File: config.mk
export PLATFORM = sky130hd
export DESIGN_NAME = delay_calibration_controller
export DESIGN_NICKNAME = d
export VERILOG_FILES = /design/src/design/dcal_pkg.sv /design/src/design/delay_calibrator.sv /design/src/design/delay_calibration_controller.sv
export SDC_FILE = /design/constraint.sdc
export NUM_CORES = 1
export LEC_CHECK = 0
export BUFFER_PORTS_ARGS = -buffer_cell sky130_fd_sc_hd__buf_2
export CAP_MARGIN = 20
export CORE_ASPECT_RATIO = 0.8
export CORE_MARGIN = 2
export CORE_UTILIZATION = 55
export CTS_CLUSTER_SIZE = 28
export DETAILED_ROUTE_END_ITERATION = 10
export GPL_ROUTABILITY_DRIVEN = 0
export HOLD_SLACK_MARGIN = 0.12
export MAX_ROUTING_LAYER = met4
export PLACE_DENSITY = 0.84
export SLEW_MARGIN = 20
export SYNTH_ARGS = -nofsm -noshare
export SYNTH_HDL_FRONTEND = slang
export SYNTH_SLANG_ARGS = --single-unit
File: constraint.sdc
create_clock -name i_clk -period 2.25 [get_ports i_clk]
set_input_delay 0.3375 -clock i_clk [delete_from_list [all_inputs] [get_ports i_clk]]
set_output_delay 0.3375 -clock i_clk [all_outputs]
set_load 0.02 [all_outputs]
File: src/design/dcal_pkg.sv
package dcal_pkg;

  // ----------------------------------------------------------------
  // timing
  // ----------------------------------------------------------------
  localparam int unsigned CLK_PERIOD_NS      = 40;
  // reference period that the calibrator expects (ref_clock_freq)
  localparam int unsigned REF_PERIOD_NS      = 200;
  localparam int unsigned REF_PERIOD_CYC     =
    (REF_PERIOD_NS + CLK_PERIOD_NS - 1) / CLK_PERIOD_NS;
  // reset_to_ready_time, least time so rounded up
  localparam int unsigned RDY_TIME_NS        = 3200;
  localparam int unsigned RDY_TIME_CYC       =
    (RDY_TIME_NS + CLK_PERIOD_NS - 1) / CLK_PERIOD_NS;

  // ----------------------------------------------------------------
  // widths and reset values
  // ----------------------------------------------------------------
  localparam int unsigned CNT_W              = 12;
  localparam int unsigned CAL_W              = 8;
  localparam logic [CAL_W-1:0] CAL_RST       = 8'h00;
  localparam logic [CNT_W-1:0] CNT_RST       = 12'h000;

  // ----------------------------------------------------------------
  // carriers
  // ----------------------------------------------------------------
  typedef struct packed {
    logic rst;
    logic ref_clk;
  } cal_in_t;

  typedef struct packed {
    logic             rdy;
    logic [CAL_W-1:0] cal_word;
  } cal_out_t;

  typedef enum logic [1:0] {
    ST_HOLD,
    ST_CAL,
    ST_READY,
    ST_STALL
  } cal_state_t;

endpackage

File: src/design/delay_calibrator.sv
`timescale 1ns/100ps
module delay_calibrator #(
  parameter int unsigned REF_CYC = dcal_pkg::REF_PERIOD_CYC,
  parameter int unsigned RDY_CYC = dcal_pkg::RDY_TIME_CYC
) (
  input  wire logic              i_clk,
  input  wire logic              i_nrst,
  input  wire dcal_pkg::cal_in_t i_ctl,
  output dcal_pkg::cal_out_t     o_stat
);

  // ----------------------------------------------------------------
  // state
  // ----------------------------------------------------------------
  typedef struct packed {
    dcal_pkg::cal_state_t             st;
    logic                             rst_q;
    logic                             ref_q;
    logic [dcal_pkg::CNT_W-1:0]       idle_cnt;
    logic [dcal_pkg::CNT_W-1:0]       lat_cnt;
    logic [dcal_pkg::CNT_W-1:0]       per_cnt;
    logic                             measured;
    logic [dcal_pkg::CAL_W-1:0]       cal_word;
    logic                             rdy;
  } cal_reg_t;

  localparam logic [dcal_pkg::CNT_W-1:0] REF_LIM =
    dcal_pkg::CNT_W'(REF_CYC);
  localparam logic [dcal_pkg::CNT_W-1:0] RDY_LIM =
    dcal_pkg::CNT_W'(RDY_CYC);

  cal_reg_t s_ff;
  cal_reg_t nxt_s;
  logic     ref_rise;
  logic     ref_edge;

  // ----------------------------------------------------------------
  // next state
  // ----------------------------------------------------------------
  always_comb begin
    nxt_s    = s_ff;
    ref_rise = i_ctl.ref_clk & ~s_ff.ref_q;
    ref_edge = i_ctl.ref_clk ^ s_ff.ref_q;
    nxt_s.rst_q = i_ctl.rst;
    nxt_s.ref_q = i_ctl.ref_clk;
    // stall watch runs on the system clock so it sees a dead reference
    if (ref_edge) begin
      nxt_s.idle_cnt = dcal_pkg::CNT_RST;
    end else if (s_ff.idle_cnt != REF_LIM) begin
      nxt_s.idle_cnt = s_ff.idle_cnt + 1'b1;
    end
    // period measurement is the calibration word for the region taps
    if (ref_rise) begin
      nxt_s.per_cnt  = dcal_pkg::CNT_RST;
      // the edge cycle itself belongs to the period, hence the one
      nxt_s.cal_word = s_ff.per_cnt[dcal_pkg::CAL_W-1:0] + 8'h01;
      nxt_s.measured = 1'b1;
    end else if (s_ff.per_cnt != {dcal_pkg::CNT_W{1'b1}}) begin
      nxt_s.per_cnt = s_ff.per_cnt + 1'b1;
    end
    case (s_ff.st)
      dcal_pkg::ST_HOLD: begin
        nxt_s.rdy = 1'b0;
        nxt_s.lat_cnt  = dcal_pkg::CNT_RST;
        nxt_s.measured = 1'b0;
        if (!i_ctl.rst) begin
          nxt_s.st = dcal_pkg::ST_CAL;
        end
      end
      dcal_pkg::ST_CAL: begin
        if (s_ff.lat_cnt != RDY_LIM) begin
          nxt_s.lat_cnt = s_ff.lat_cnt + 1'b1;
        end
        if (s_ff.lat_cnt == RDY_LIM && s_ff.measured) begin
          nxt_s.st  = dcal_pkg::ST_READY;
          nxt_s.rdy = 1'b1;
        end
      end
      dcal_pkg::ST_READY: begin
        // calibration keeps tracking; only a dead reference or the reset input drops ready
        if (s_ff.idle_cnt == REF_LIM) begin
          nxt_s.st  = dcal_pkg::ST_STALL;
          nxt_s.rdy = 1'b0;
        end
      end
      dcal_pkg::ST_STALL: begin
        // stays down until the fabric resets the calibrator
        nxt_s.rdy = 1'b0;
      end
      default: begin
        nxt_s.st  = dcal_pkg::ST_HOLD;
        nxt_s.rdy = 1'b0;
      end
    endcase
    if (s_ff.st == dcal_pkg::ST_CAL &&
        s_ff.idle_cnt == REF_LIM) begin
      nxt_s.measured = 1'b0;
      nxt_s.lat_cnt  = dcal_pkg::CNT_RST;
    end
    // a rising reset edge restarts; a held high level keeps it parked
    if (i_ctl.rst) begin
      nxt_s.st  = dcal_pkg::ST_HOLD;
      nxt_s.rdy = 1'b0;
    end
  end

  always_ff @(posedge i_clk or negedge i_nrst) begin
    if (!i_nrst) begin
      s_ff <= '{st: dcal_pkg::ST_HOLD, rst_q: 1'b0, ref_q: 1'b0,
                idle_cnt: dcal_pkg::CNT_RST, lat_cnt: dcal_pkg::CNT_RST,
                per_cnt: dcal_pkg::CNT_RST, measured: 1'b0,
                cal_word: dcal_pkg::CAL_RST, rdy: 1'b0};
    end else begin
      s_ff <= nxt_s;
    end
  end

  assign o_stat.rdy      = s_ff.rdy;
  assign o_stat.cal_word = s_ff.cal_word;

endmodule

File: src/design/delay_calibration_controller.sv
// Function
// - reset input is active high and needs no reference clock edge
// - a rising reset edge restarts calibration; ready falls with it
// - the reference clock is the time base for every region's tap delays
// - ready goes high once the region's tap delays are calibrated
// - ready drops when the reference stays high or low a full period
// - ready rises only after the reset-to-ready latency has elapsed
// - one calibrator per region serves every tap delay of that region
// - replicas share the reset and reference of the unplaced original
// - used ready is the AND of original and all replica readies
// - when ready is ignored the replica readies stay unconnected
// - replicas go only into regions without a placed calibrator
// - placed calibrators keep their own reset, reference and ready
// - calibration runs continuously against process, voltage, temperature
`timescale 1ns/100ps
module delay_calibration_controller #(
  parameter int unsigned    N_REGIONS   = 4,
  // bit r set: region r holds a placement-constrained calibrator
  parameter logic [31:0]    PLACED_MASK = 32'h0000_0000,
  // 1: the unplaced calibrator's ready is used
  parameter bit             RDY_USED    = 1'b1,
  parameter int unsigned    REF_CYC     = dcal_pkg::REF_PERIOD_CYC,
  parameter int unsigned    RDY_CYC     = dcal_pkg::RDY_TIME_CYC
) (
  input  wire logic                          i_clk,
  input  wire logic                          i_nrst,
  input  wire dcal_pkg::cal_in_t             i_ctl,
  input  wire dcal_pkg::cal_in_t [N_REGIONS-1:0] i_placed_ctl,
  output logic                               o_rdy,
  output logic [N_REGIONS-1:0]               o_placed_rdy,
  output logic [N_REGIONS-1:0][dcal_pkg::CAL_W-1:0] o_cal_word
);

  // ----------------------------------------------------------------
  // regional calibrators
  // ----------------------------------------------------------------
  dcal_pkg::cal_out_t [N_REGIONS-1:0] reg_stat;
  logic [N_REGIONS-1:0]               repl_rdy;
  logic [N_REGIONS-1:0]               plc_rdy;

  genvar r;
  generate
    for (r = 0; r < N_REGIONS; r++) begin : g_region
      dcal_pkg::cal_in_t sel_ctl;
      // placed ones keep private wiring; others take the shared pair
      assign sel_ctl = PLACED_MASK[r] ? i_placed_ctl[r]
                                      : i_ctl;
      // exactly one calibrator per region drives that region's taps
      delay_calibrator #(
        .REF_CYC (REF_CYC),
        .RDY_CYC (RDY_CYC)
      ) u_cal (
        .i_clk  (i_clk),
        .i_nrst (i_nrst),
        .i_ctl  (sel_ctl),
        .o_stat (reg_stat[r])
      );
      // a replica only lands where no placed one sits
      assign repl_rdy[r] = PLACED_MASK[r] ? 1'b1
                                          : reg_stat[r].rdy;
      assign plc_rdy[r]  = PLACED_MASK[r] ? reg_stat[r].rdy : 1'b0;
    end
  endgenerate

  // ----------------------------------------------------------------
  // output registers
  // ----------------------------------------------------------------
  typedef struct packed {
    logic                                       rdy;
    logic [N_REGIONS-1:0]                       plc;
    logic [N_REGIONS-1:0][dcal_pkg::CAL_W-1:0]  cal;
  } top_reg_t;

  top_reg_t t_ff;
  top_reg_t nxt_t;
  logic     any_repl;

  always_comb begin
    nxt_t    = t_ff;
    any_repl = ~&PLACED_MASK[N_REGIONS-1:0];
    // one gate as wide as the region count; placed slots read as 1
    if (RDY_USED && any_repl) begin
      nxt_t.rdy = &repl_rdy;
    end else begin
      nxt_t.rdy = 1'b0;
    end
    nxt_t.plc = plc_rdy;
    for (int i = 0; i < N_REGIONS; i++) begin
      nxt_t.cal[i] = reg_stat[i].cal_word;
    end
  end

  always_ff @(posedge i_clk or negedge i_nrst) begin
    if (!i_nrst) begin
      t_ff <= '0;
    end else begin
      t_ff <= nxt_t;
    end
  end

  assign o_rdy        = t_ff.rdy;
  assign o_placed_rdy = t_ff.plc;
  assign o_cal_word   = t_ff.cal;

endmodule

==> results of run 1 <==
==> through the flow <==
step / total power (W) / hold slack (ps) / utilization [%] / instances
floorplan: 0.00757 / 41.9 / - / 1081
global placement: 0.00828 / 269 / 58.1 / 1346
detailed placement: 0.00847 / 266 / 58.1 / 1346
CTS: 0.0123 / 283 / 62.1 / 1390
global route: 0.0130 / 337 / 62.1 / 1390
finish: 0.0122 / 286 / 62.1 / 1390
==> final cells by class <==
cell class | instances | area, um2
Inverter | 45 | 169
Multi-Input combinational cell | 758 | 4980
Timing Repair Buffer | 55 | 363
Tap cell | 264 | 330
Sequential cell | 226 | 5660
Fill cell | 1504 | 7490
Clock inverter | 6 | 32.5
Clock buffer | 36 | 727
==> layer usage <==
layer / part of all wire [%] / vias up / routed length [um]
met5: 0 / - / 0
met4: 2.0 / 0 / 433
met3: 3.4 / 46 / 725
met2: 48 / 161 / 10200
met1: 47 / 4059 / 10100
li1: - / 3909 / -
==> placed cells by master (no fill, tap or decap), types with 6 or more instances in the layout <==
master,instances
a21boi_0,11
clkbuf_8,6
xnor2_1,25
nand4_1,32
mux2i_1,27
ha_1,36
o21ai_0,26
nor3_1,32
xor2_1,39
and4_1,13
or3_1,15
nand2b_1,23
nor2_1,71
nor4b_1,6
clkbuf_16,25
and3_1,9
and2_1,31
a41oi_1,8
nand3_1,61
mux2_2,6
dfrtp_1,226
buf_4,15
a31oi_1,29
a21oi_1,81
buf_2,35
nand2_1,70
nor4_1,10
inv_1,45
==> cells by family after synthesis <==
group	Yosys count	synth area share [%]
AOI/OAI and AO/OA	212	12.5
and+or+nand+nor	408	20.1
xor gates and xnor gates	64	5.09
muxes	33	3.07
DFF	226	51.4
buffers and inverters	97	3.58
other	1	0.0341
adders and majority gates	37	4.21
==> power groups by stage <==
stage          clock (W)  sequential, W  combinational, W
2_1_floorplan          0        0.00534           0.00223
3_3_place_gp           0        0.00525           0.00303
3_5_place_dp           0        0.00530           0.00316
4_1_cts          0.00385        0.00525           0.00320
5_1_grt          0.00402        0.00534           0.00360
6_report         0.00378        0.00525           0.00320
==> what timing repair did <==
action                                  in CTS  in global routing
endpoints found under the hold margin      109                  0
endpoints found under the setup margin       0                  0
hold buffers                                 2                  0
setup buffers                                0                  0
==> synth_stat cells (6+ instances only) <==
cell      instances  share of area [%]
a31oi_1          29                1.6
and4_1           13                1.0
nand2_1          70                2.4
ha_1             37                4.2
nor4_1           10               0.57
inv_1            45                1.5
and3_1            9               0.51
a21boi_0         11               0.75
xor2_1           39                3.1
clkbuf_1         34                1.2
dfrtp_1         226                 51
nand2b_1         23                1.3
mux2_2            6               0.61
nand3_1          61                2.8
buf_2             8               0.36
a41oi_1           8               0.64
nand4_1          32                1.8
a21oi_1          81                3.7
and2_1           31                1.8
nor2_1           71                2.4
nor3_1           32                1.5
xnor2_1          25                2.0
nor4b_1           6               0.48
mux2i_1          27                2.5
or3_1            15               0.85
o21ai_0          26                1.2
==> final timing paths <==
kind | start | end | slack (ps) | cells after the start
max reg2reg | g_region[2].u_cal.s_ff[35] | g_region[2].u_cal.s_ff[49] | 250 | 6
max | g_region[2].u_cal.s_ff[35] | g_region[2].u_cal.s_ff[49] | 250 | 6
max in group asynchronous | i_nrst | o_cal_word[13] | 1240 | 3
min reg2reg | g_region[2].u_cal.o_stat[1] | o_cal_word[17] | 370 | 0
min | i_ctl[1] | g_region[2].u_cal.s_ff[48] | 290 | 2
min in group asynchronous | i_nrst | g_region[0].u_cal.s_ff[41] | 310 | 2
==> critical path, cell delays in order (launching register included) <==
cell      delay, ps
dfrtp_1         410
inv_1            70
ha_1            130
nor4b_1         360
nand3_1         270
a221oi_1        440
mux2i_1         240
==> state kept, by name, summed over array words and instances (netlist names) <==
register               flops
g_region.u_cal.o_stat     36
g_region.u_cal.s_ff      157
o_cal_word                32
o_rdy                      1
==> results_dict.tcl, run 1 <==
set metrics [dict create \
    status "finished, final reports clean" \
    min_period_ps 2000 \
    postPlaceCellArea_mm2 0.0115 \
    syn_avg_cell_area_um2 10.2 \
    core-area_mm2 0.0197 \
    hold_violations 0 \
    synth_edf_count 0 \
    clock_path_buffers 3 \
    worstPathMaxFanout 5 \
    crit_path_end_kind "flop" \
    synthToLayoutAreaGrowth_pct 11.4 \
    wirelength_mm 21.5 \
    die_w_um 162 \
    p_per_area_mw_per_mm2 998 \
    ys_seq_elements 226 \
    yosys_most_used_dff "dfrtp_1" \
    pre_cts_slack_ps 279 \
    cts.clk_slew.worst_paths_ps 60 \
    routed-via-count 8175 \
    hold_class "in -> reg" \
    grt_max_degree 71 \
    cts_htree_levels 1 \
    fin_nets 1159 \
    fin_ws_ps 252 \
    viasPerCell 5.88 \
    required_ps 2680 \
    pin_count 49 \
    ys_seq_area_share_pct 51.4 \
    criticalPathCategory "reg -> reg" \
    cts.sinks 226 \
    rsz0062_at_grt "no" \
    clock-root-buffer "clkbuf_16" \
    slew_violations 0 \
    finClkSkew_ps 12.0 \
    yosys_warnings 0 \
    cts_buffers 24 \
    wl_per_cell_um 15.5 \
    start_util_pct 55.7 \
    slew_headroom_pct 55.7 \
    pwr-share-seq_pct 42.9 \
    grt_pass1_wl_mm 36.0 \
    final_cell_area_mm2 0.0123 \
    fmax_ghz 0.500 \
    synthCells 1078 \
    crit_path_start_kind "flop" \
    clk-insertion-delay-late_ps 520 \
    use_met3_pct 2.71 \
    ctsResizeCount 0 \
    swShare_pct 33.1 \
    arrival_ps 2430 \
    drc_errors 0 \
    hpwlAfterDp_mm 13.8 \
    dieArea_mm2 0.0212 \
    async_flop_share_pct 100 \
    synth_cell_types 72 \
    grt_pass1_vias 7688 \
    grt_use_met1_pct 28.6 \
    totalNegativeSetupSlack_ps 0 \
    firstDrtPassIters 5 \
    ant_nets 0 \
    grt_use_met2_pct 33.3 \
    ir_drop_uv 609 \
    switchingPower_w 0.00404 \
    antenna_found_initial 0 \
    busiest_layer "met2" \
    maxCapViolCount 0 \
    overflow 0 \
    num_rows 46 \
    grt_usage_pct 20.9 \
    setup_violations 0 \
    power.leakage_nw 5.40 \
    tritoncts "built" \
    dr.first_iter.drc_count 738 \
    fin_crit_sh_pct 88.8 \
    portBuffers 36 \
    intPower_w 0.00819 \
    worstMarginPinSlew_ps 665 \
    synth_area_mm2 0.0110 \
    dieHeight_um 131 \
    drive_gt1_share_pct 10.6 \
    num_antenna_cells 0 \
    power_frac_comb_pct 26.2 \
    p_clk_share_pct 30.9 \
]
(Power assumes the default switching activity.)
==> run 2, diff against run 1 <==
Settings changed: ABC_AREA from default to 1, BUFFER_PORTS_ARGS -buffer_cell sky130_fd_sc_hd__buf_2 to default, DONT_BUFFER_PORTS from default to 1, PLACE_DENSITY 0.84 to 0.85.
Clock period 2.25 ns to 1.8 ns, I/O delays scaled along.
==> results_dict.tcl, run 2 <==
set metrics [dict create \
    required_ps 2200 \
    criticalPathCategory "reg -> reg" \
    pin_count 49 \
    synthToLayoutAreaGrowth_pct 11.3 \
    cts_htree_levels 1 \
    power_frac_comb_pct 18.1 \
    synth_common_cells "nand2_1 (416), dfrtp_1 (226), nor2_1 (165)" \
    core-area_mm2 0.0206 \
    synthSimpleGateAreaFrac_pct 30.5 \
    worstPathMaxFanout 4 \
    slew_violations 0 \
    cts_buffers 23 \
    ys_seq_area_share_pct 49.2 \
    drive_gt1_share_pct 7.17 \
    grt_use_met1_pct 31.8 \
    dieHeight_um 133 \
    switchingPower_w 0.00463 \
    grt_usage_pct 23.7 \
    r2r_end "g_region[1].u_cal.s_ff[10]" \
    clock-root-buffer "clkbuf_16" \
    min_period_ps 1700 \
    fmax_ghz 0.587 \
    dr.first_iter.drc_count 854 \
    antenna_found_initial 0 \
    num_antenna_cells 0 \
    clk-insertion-delay-late_ps 530 \
    tritoncts "built" \
    slew_headroom_pct 53.2 \
    reg2reg_slack_ps 100 \
    crit_path_start_kind "flop" \
    ant_nets 0 \
    cts.clk_slew.worst_paths_ps 70 \
    largest_reg_flops 157 \
    synth_cell_types 44 \
    maxCapViolCount 0 \
    synth_area_mm2 0.0115 \
    arrival_ps 2100 \
    num_rows 47 \
    reg2reg_depth 8 \
    finClkSkew_ps 23.7 \
    busiest_layer "met2" \
    timing.rr.start "g_region[1].u_cal.s_ff[11]" \
    synth-xor-area-share_pct 2.97 \
    wirelength_mm 25.1 \
    p_clk_share_pct 36.4 \
    place_inst 1712 \
    fin_util_pct 62.1 \
    hold_violations 226 \
    start_util_pct 55.8 \
    grt_use_met2_pct 37.8 \
    fin_crit_sh_pct 94.6 \
    grt_pass1_vias 9235 \
    synth_top_area_share_pct 49.2 \
    swShare_pct 32.3 \
    intPower_w 0.00971 \
    synth.mux.area_fraction_pct 0.174 \
    synth_edf_count 0 \
    synthAdderAreaFrac_pct 4.03 \
    fin_nets 1524 \
    hold_class "in -> async" \
    hpwlAfterDp_mm 16.1 \
    grt_pass1_wl_mm 42.3 \
    synth_compound_area_share_pct 6.11 \
    ys_seq_elements 226 \
    use_met3_pct 3.30 \
    ir_drop_uv 1040 \
    cts.sinks 226 \
    async_flop_share_pct 100 \
    viasPerCell 5.45 \
    layout.cells.non_filler 1761 \
    clock_path_buffers 3 \
    yosys_most_used_dff "dfrtp_1" \
    synthCells 1455 \
    status "finished, violations left" \
    wl_per_cell_um 14.3 \
    yosysMostFrequentCell "nand2_1" \
    whs_ps -562 \
    dieArea_mm2 0.0221 \
    fill_cells 1641 \
    mostFrequentLayoutCells "nand2_1 (410), dfrtp_1 (225), nor2_1 (161)" \
    worstMarginPinSlew_ps 700 \
    p_per_area_mw_per_mm2 1120 \
    power.leakage_nw 6.33 \
    crit_path_end_kind "flop" \
    grt_max_degree 227 \
    yosys_warnings 0 \
    drc_errors 0 \
    portBuffers 0 \
    layout_commonest_cell "nand2_1" \
    setup_violations 0 \
    pwr-share-seq_pct 45.5 \
    firstDrtPassIters 6 \
    regMostFlops "g_region.u_cal.s_ff" \
    ctsHoldBuffers 2 \
    synth_top_family_by_area "simple AND/OR/NAND/NOR gates" \
    syn_avg_cell_area_um2 7.90 \
    synth_area_leaders "dfrtp_1 (49%), nand2_1 (14%), nand3_1 (5.8%), nor2_1 (5.4%), inv_1 (5.2%)" \
    routed-via-count 9602 \
    violations "negative hold slack" \
    overflow 0 \
    die_w_um 166 \
    yosysTopAreaCell "dfrtp_1" \
]
run 2: logic make-up (layout without fill, tap and decap cells):
kind of cell / after synthesis / count (layout)
buffers and inverters: 199 / 233
adders and majority gates: 37 / 37
other: 1 / 4
AOI/OAI and AO/OA: 130 / 130
xor gates and xnor gates: 39 / 39
DFF: 226 / 226
muxes: 2 / 2
and+or+nand+nor: 821 / 821
run 2: power groups by stage:
stage	Sequential [W]	Combinational (W)	Clock (W)
detailed placement	0.00658	0.00245	0
global placement	0.00655	0.00230	0
floorplan	0.00641	0.00196	0
finish	0.00652	0.00260	0.00521
global route	0.00661	0.00295	0.00552
CTS	0.00652	0.00251	0.00530
run 2: how the worst max path moves through the flow:
| stage | start | to | slack, ps | depth (start not counted) |
|---|---|---|---|---|
| floorplan | g_region[3].u_cal.s_ff[10] | g_region[3].u_cal.s_ff[11] | 330 | 9 |
| global placement | g_region[2].u_cal.s_ff[11] | g_region[2].u_cal.s_ff[10] | 100 | 6 |
| detailed placement | g_region[2].u_cal.s_ff[11] | g_region[2].u_cal.s_ff[10] | 30 | 6 |
| CTS | g_region[1].u_cal.s_ff[10] | g_region[1].u_cal.s_ff[11] | 50 | 8 |
| global route | g_region[1].u_cal.s_ff[11] | g_region[1].u_cal.s_ff[10] | -10 | 8 |
| finish | g_region[1].u_cal.s_ff[11] | g_region[1].u_cal.s_ff[10] | 100 | 8 |
run 2: timing repair:
item | in CTS | in global routing
pin swaps | 0 | 1
gates resized for setup | 3 | 18
buffers inserted | 0 | 5
hold endpoints to repair | 239 | 226
endpoints found under the setup margin | 3 | 55
run 2: critical path, stage by stage (launching register included):
cell and delay (ps):
dfrtp_1 410, ha_2 240, nand2_1 80, nor2_2 160, nand2_2 140, nor2_4 170
buf_4 150, xor2_1 160, nor2_1 60
run 2: area by class of cell:
| type | instances | area [um2] | share of cell area [%] |
|---|---|---|---|
| sequential | 226 | 5660 | 44.2 |
| multi-input combinational | 1033 | 5130 | 40.1 |
| inverter | 167 | 627 | 4.90 |
| clock buffer | 26 | 607 | 4.74 |
| tap | 269 | 337 | 2.63 |
| clock inverter | 16 | 223 | 1.74 |
| timing repair buffer | 24 | 210 | 1.64 |
run 2: metal layers:
layer	vias up	routed length (um)	part of all wire [%]
li1	4702	-	-
met1	4547	11200	45
met2	284	12000	48
met3	69	1180	4.7
met4	0	692	2.8
met5	-	0	0
run 2: metrics by stage:
step / power (W) / setup WS (ps) / setup TNS, ps / instance area, um2
floorplan: 0.00838 / 335 / 0 / 11500
global placement: 0.00885 / 101 / 0 / 11800
detailed placement: 0.00903 / 34.2 / 0 / 11800
CTS: 0.0143 / 48.8 / 0 / 12700
global route: 0.0151 / -12.0 / -21.0 / 12800
finish: 0.0143 / 96.6 / 0 / 12800
==> run 3, diff against run 2 <==
Settings changed: SETUP_SLACK_MARGIN from default to 0.1.
==> results_dict.tcl, run 3 (synthesized netlist as in run 2, its figures left out) <==
set metrics [dict create \
    routed-via-count 9802 \
    switchingPower_w 0.00477 \
    regArea_mm2 0.00566 \
    hold_violations 226 \
    grt_pass1_vias 9263 \
    wl_per_cell_um 14.8 \
    largest_reg_flops 157 \
    pin_count 49 \
    cts.clk_slew.worst_paths_ps 70 \
    p_clk_share_pct 35.8 \
    reg2reg_slack_ps 80 \
    violations "negative hold slack" \
    dr.first_iter.drc_count 821 \
    criticalPathCategory "reg -> reg" \
    p_per_area_mw_per_mm2 1130 \
    rsz0062_at_grt "yes" \
    cts.sinks 226 \
    clk-insertion-delay-late_ps 540 \
    fmax_ghz 0.580 \
    cts_buffers 23 \
    r2r_end "g_region[0].u_cal.s_ff[37]" \
    grt_usage_pct 23.8 \
    cts_htree_levels 1 \
    start_util_pct 55.8 \
    setup_violations 0 \
    whs_ps -547 \
    finClkSkew_ps 26.7 \
    regMostFlops "g_region.u_cal.s_ff" \
    drive_gt1_share_pct 9.25 \
    arrival_ps 2150 \
    pwr-share-seq_pct 44.8 \
    crit_path_start_kind "flop" \
    required_ps 2220 \
    reg2reg_depth 6 \
    num_antenna_cells 0 \
    firstDrtPassIters 5 \
    mostFrequentLayoutCells "nand2_1 (406), dfrtp_1 (222), inv_1 (159)" \
    totalNegativeSetupSlack_ps 0 \
    antenna_found_initial 0 \
    die_w_um 166 \
    min_period_ps 1720 \
    grt_max_degree 227 \
    postPlaceCellArea_mm2 0.0118 \
    layout_commonest_cell "nand2_1" \
    hold_class "in -> async" \
    core-area_mm2 0.0206 \
    status "finished, violations left" \
    maxCapViolCount 0 \
    final_cell_area_mm2 0.0130 \
    clock_path_buffers 3 \
    ir_drop_uv 1040 \
    fin_nets 1534 \
    dieArea_mm2 0.0221 \
    slew_violations 0 \
    clock-root-buffer "clkbuf_16" \
    fin_util_pct 63.0 \
    dieHeight_um 133 \
    worstMarginPinSlew_ps 719 \
    fill_cells 1610 \
    power.leakage_nw 6.40 \
    timing.rr.start "g_region[3].u_cal.s_ff[46]" \
    portBuffers 0 \
    ant_nets 0 \
    tritoncts "built" \
    power_frac_comb_pct 19.4 \
    slew_headroom_pct 51.9 \
    crit_path_end_kind "flop" \
    intPower_w 0.00984 \
    synthToLayoutAreaGrowth_pct 12.9 \
    grt_pass1_wl_mm 42.6 \
    swShare_pct 32.7 \
    fin_crit_sh_pct 95.8 \
    drc_errors 0 \
    multi_input_area_mm2 0.00526 \
    overflow 0 \
    ctsHoldBuffers 2 \
    num_rows 47 \
    worstPathMaxFanout 16 \
    hpwlAfterDp_mm 16.1 \
    wirelength_mm 26.2 \
    viasPerCell 5.53 \
]
run 3: worst max path at each step:
stage               slack, ps  cells after the start                          to                  startpoint
floorplan                 330                      9  g_region[3].u_cal.s_ff[11]  g_region[3].u_cal.s_ff[10]
global placement          100                      6  g_region[2].u_cal.s_ff[10]  g_region[2].u_cal.s_ff[11]
detailed placement         30                      6  g_region[2].u_cal.s_ff[10]  g_region[2].u_cal.s_ff[11]
CTS                        90                      9  g_region[1].u_cal.s_ff[20]  g_region[1].u_cal.s_ff[10]
global route               20                      6  g_region[0].u_cal.s_ff[37]  g_region[3].u_cal.s_ff[46]
finish                     80                      6  g_region[0].u_cal.s_ff[37]  g_region[3].u_cal.s_ff[46]
run 3: power groups by stage:
stage	logic, W	clock network [W]	registers, W
4_1_cts	0.00252	0.00530	0.00652
6_report	0.00284	0.00523	0.00655
3_5_place_dp	0.00245	0	0.00658
3_3_place_gp	0.00230	0	0.00655
5_1_grt	0.00319	0.00553	0.00662
2_1_floorplan	0.00196	0	0.00641
run 3: cell type report:
| type | count | area share [%] |
|---|---|---|
| Timing Repair Buffer | 31 | 1.96 |
| Tap cell | 269 | 2.60 |
| Clock buffer | 26 | 4.68 |
| Inverter | 167 | 4.83 |
| Sequential cell | 226 | 43.6 |
| Multi-Input combinational cell | 1036 | 40.6 |
| Clock inverter | 16 | 1.72 |
run 3: critical path: stages, from the launching register on:
cell	delay (ps)
dfrtp_1	370
inv_1	80
ha_1	350
inv_1	520
nor2_1	110
o21ai_0	110
inv_1	70
run 3: through the flow:
| stage | instances | setup slack (ps) | total power (W) |
|---|---|---|---|
| after CTS | 1757 | 90.5 | 0.0143 |
| after global placement | 1712 | 101 | 0.00885 |
| after detailed placement | 1712 | 34.2 | 0.00903 |
| after floorplan | 1458 | 335 | 0.00838 |
| after global routing | 1771 | 20.5 | 0.0153 |
| final | 1771 | 75.3 | 0.0146 |
run 3: metal layers:
metal	vias to the layer above	track usage (%)	part of all wire (%)
met1	4677	31.9	44
met5	-	-	0
li1	4719	-	-
met2	318	37.9	48
met4	0	7.57	3.2
met3	88	3.39	4.7
run 3: what timing repair did:
item	in CTS	in global routing
hold endpoints to repair	239	226
pin swaps	1	8
setup buffers	0	12
cloned	1	2
resized for setup	6	48
endpoints found under the setup margin	15	92
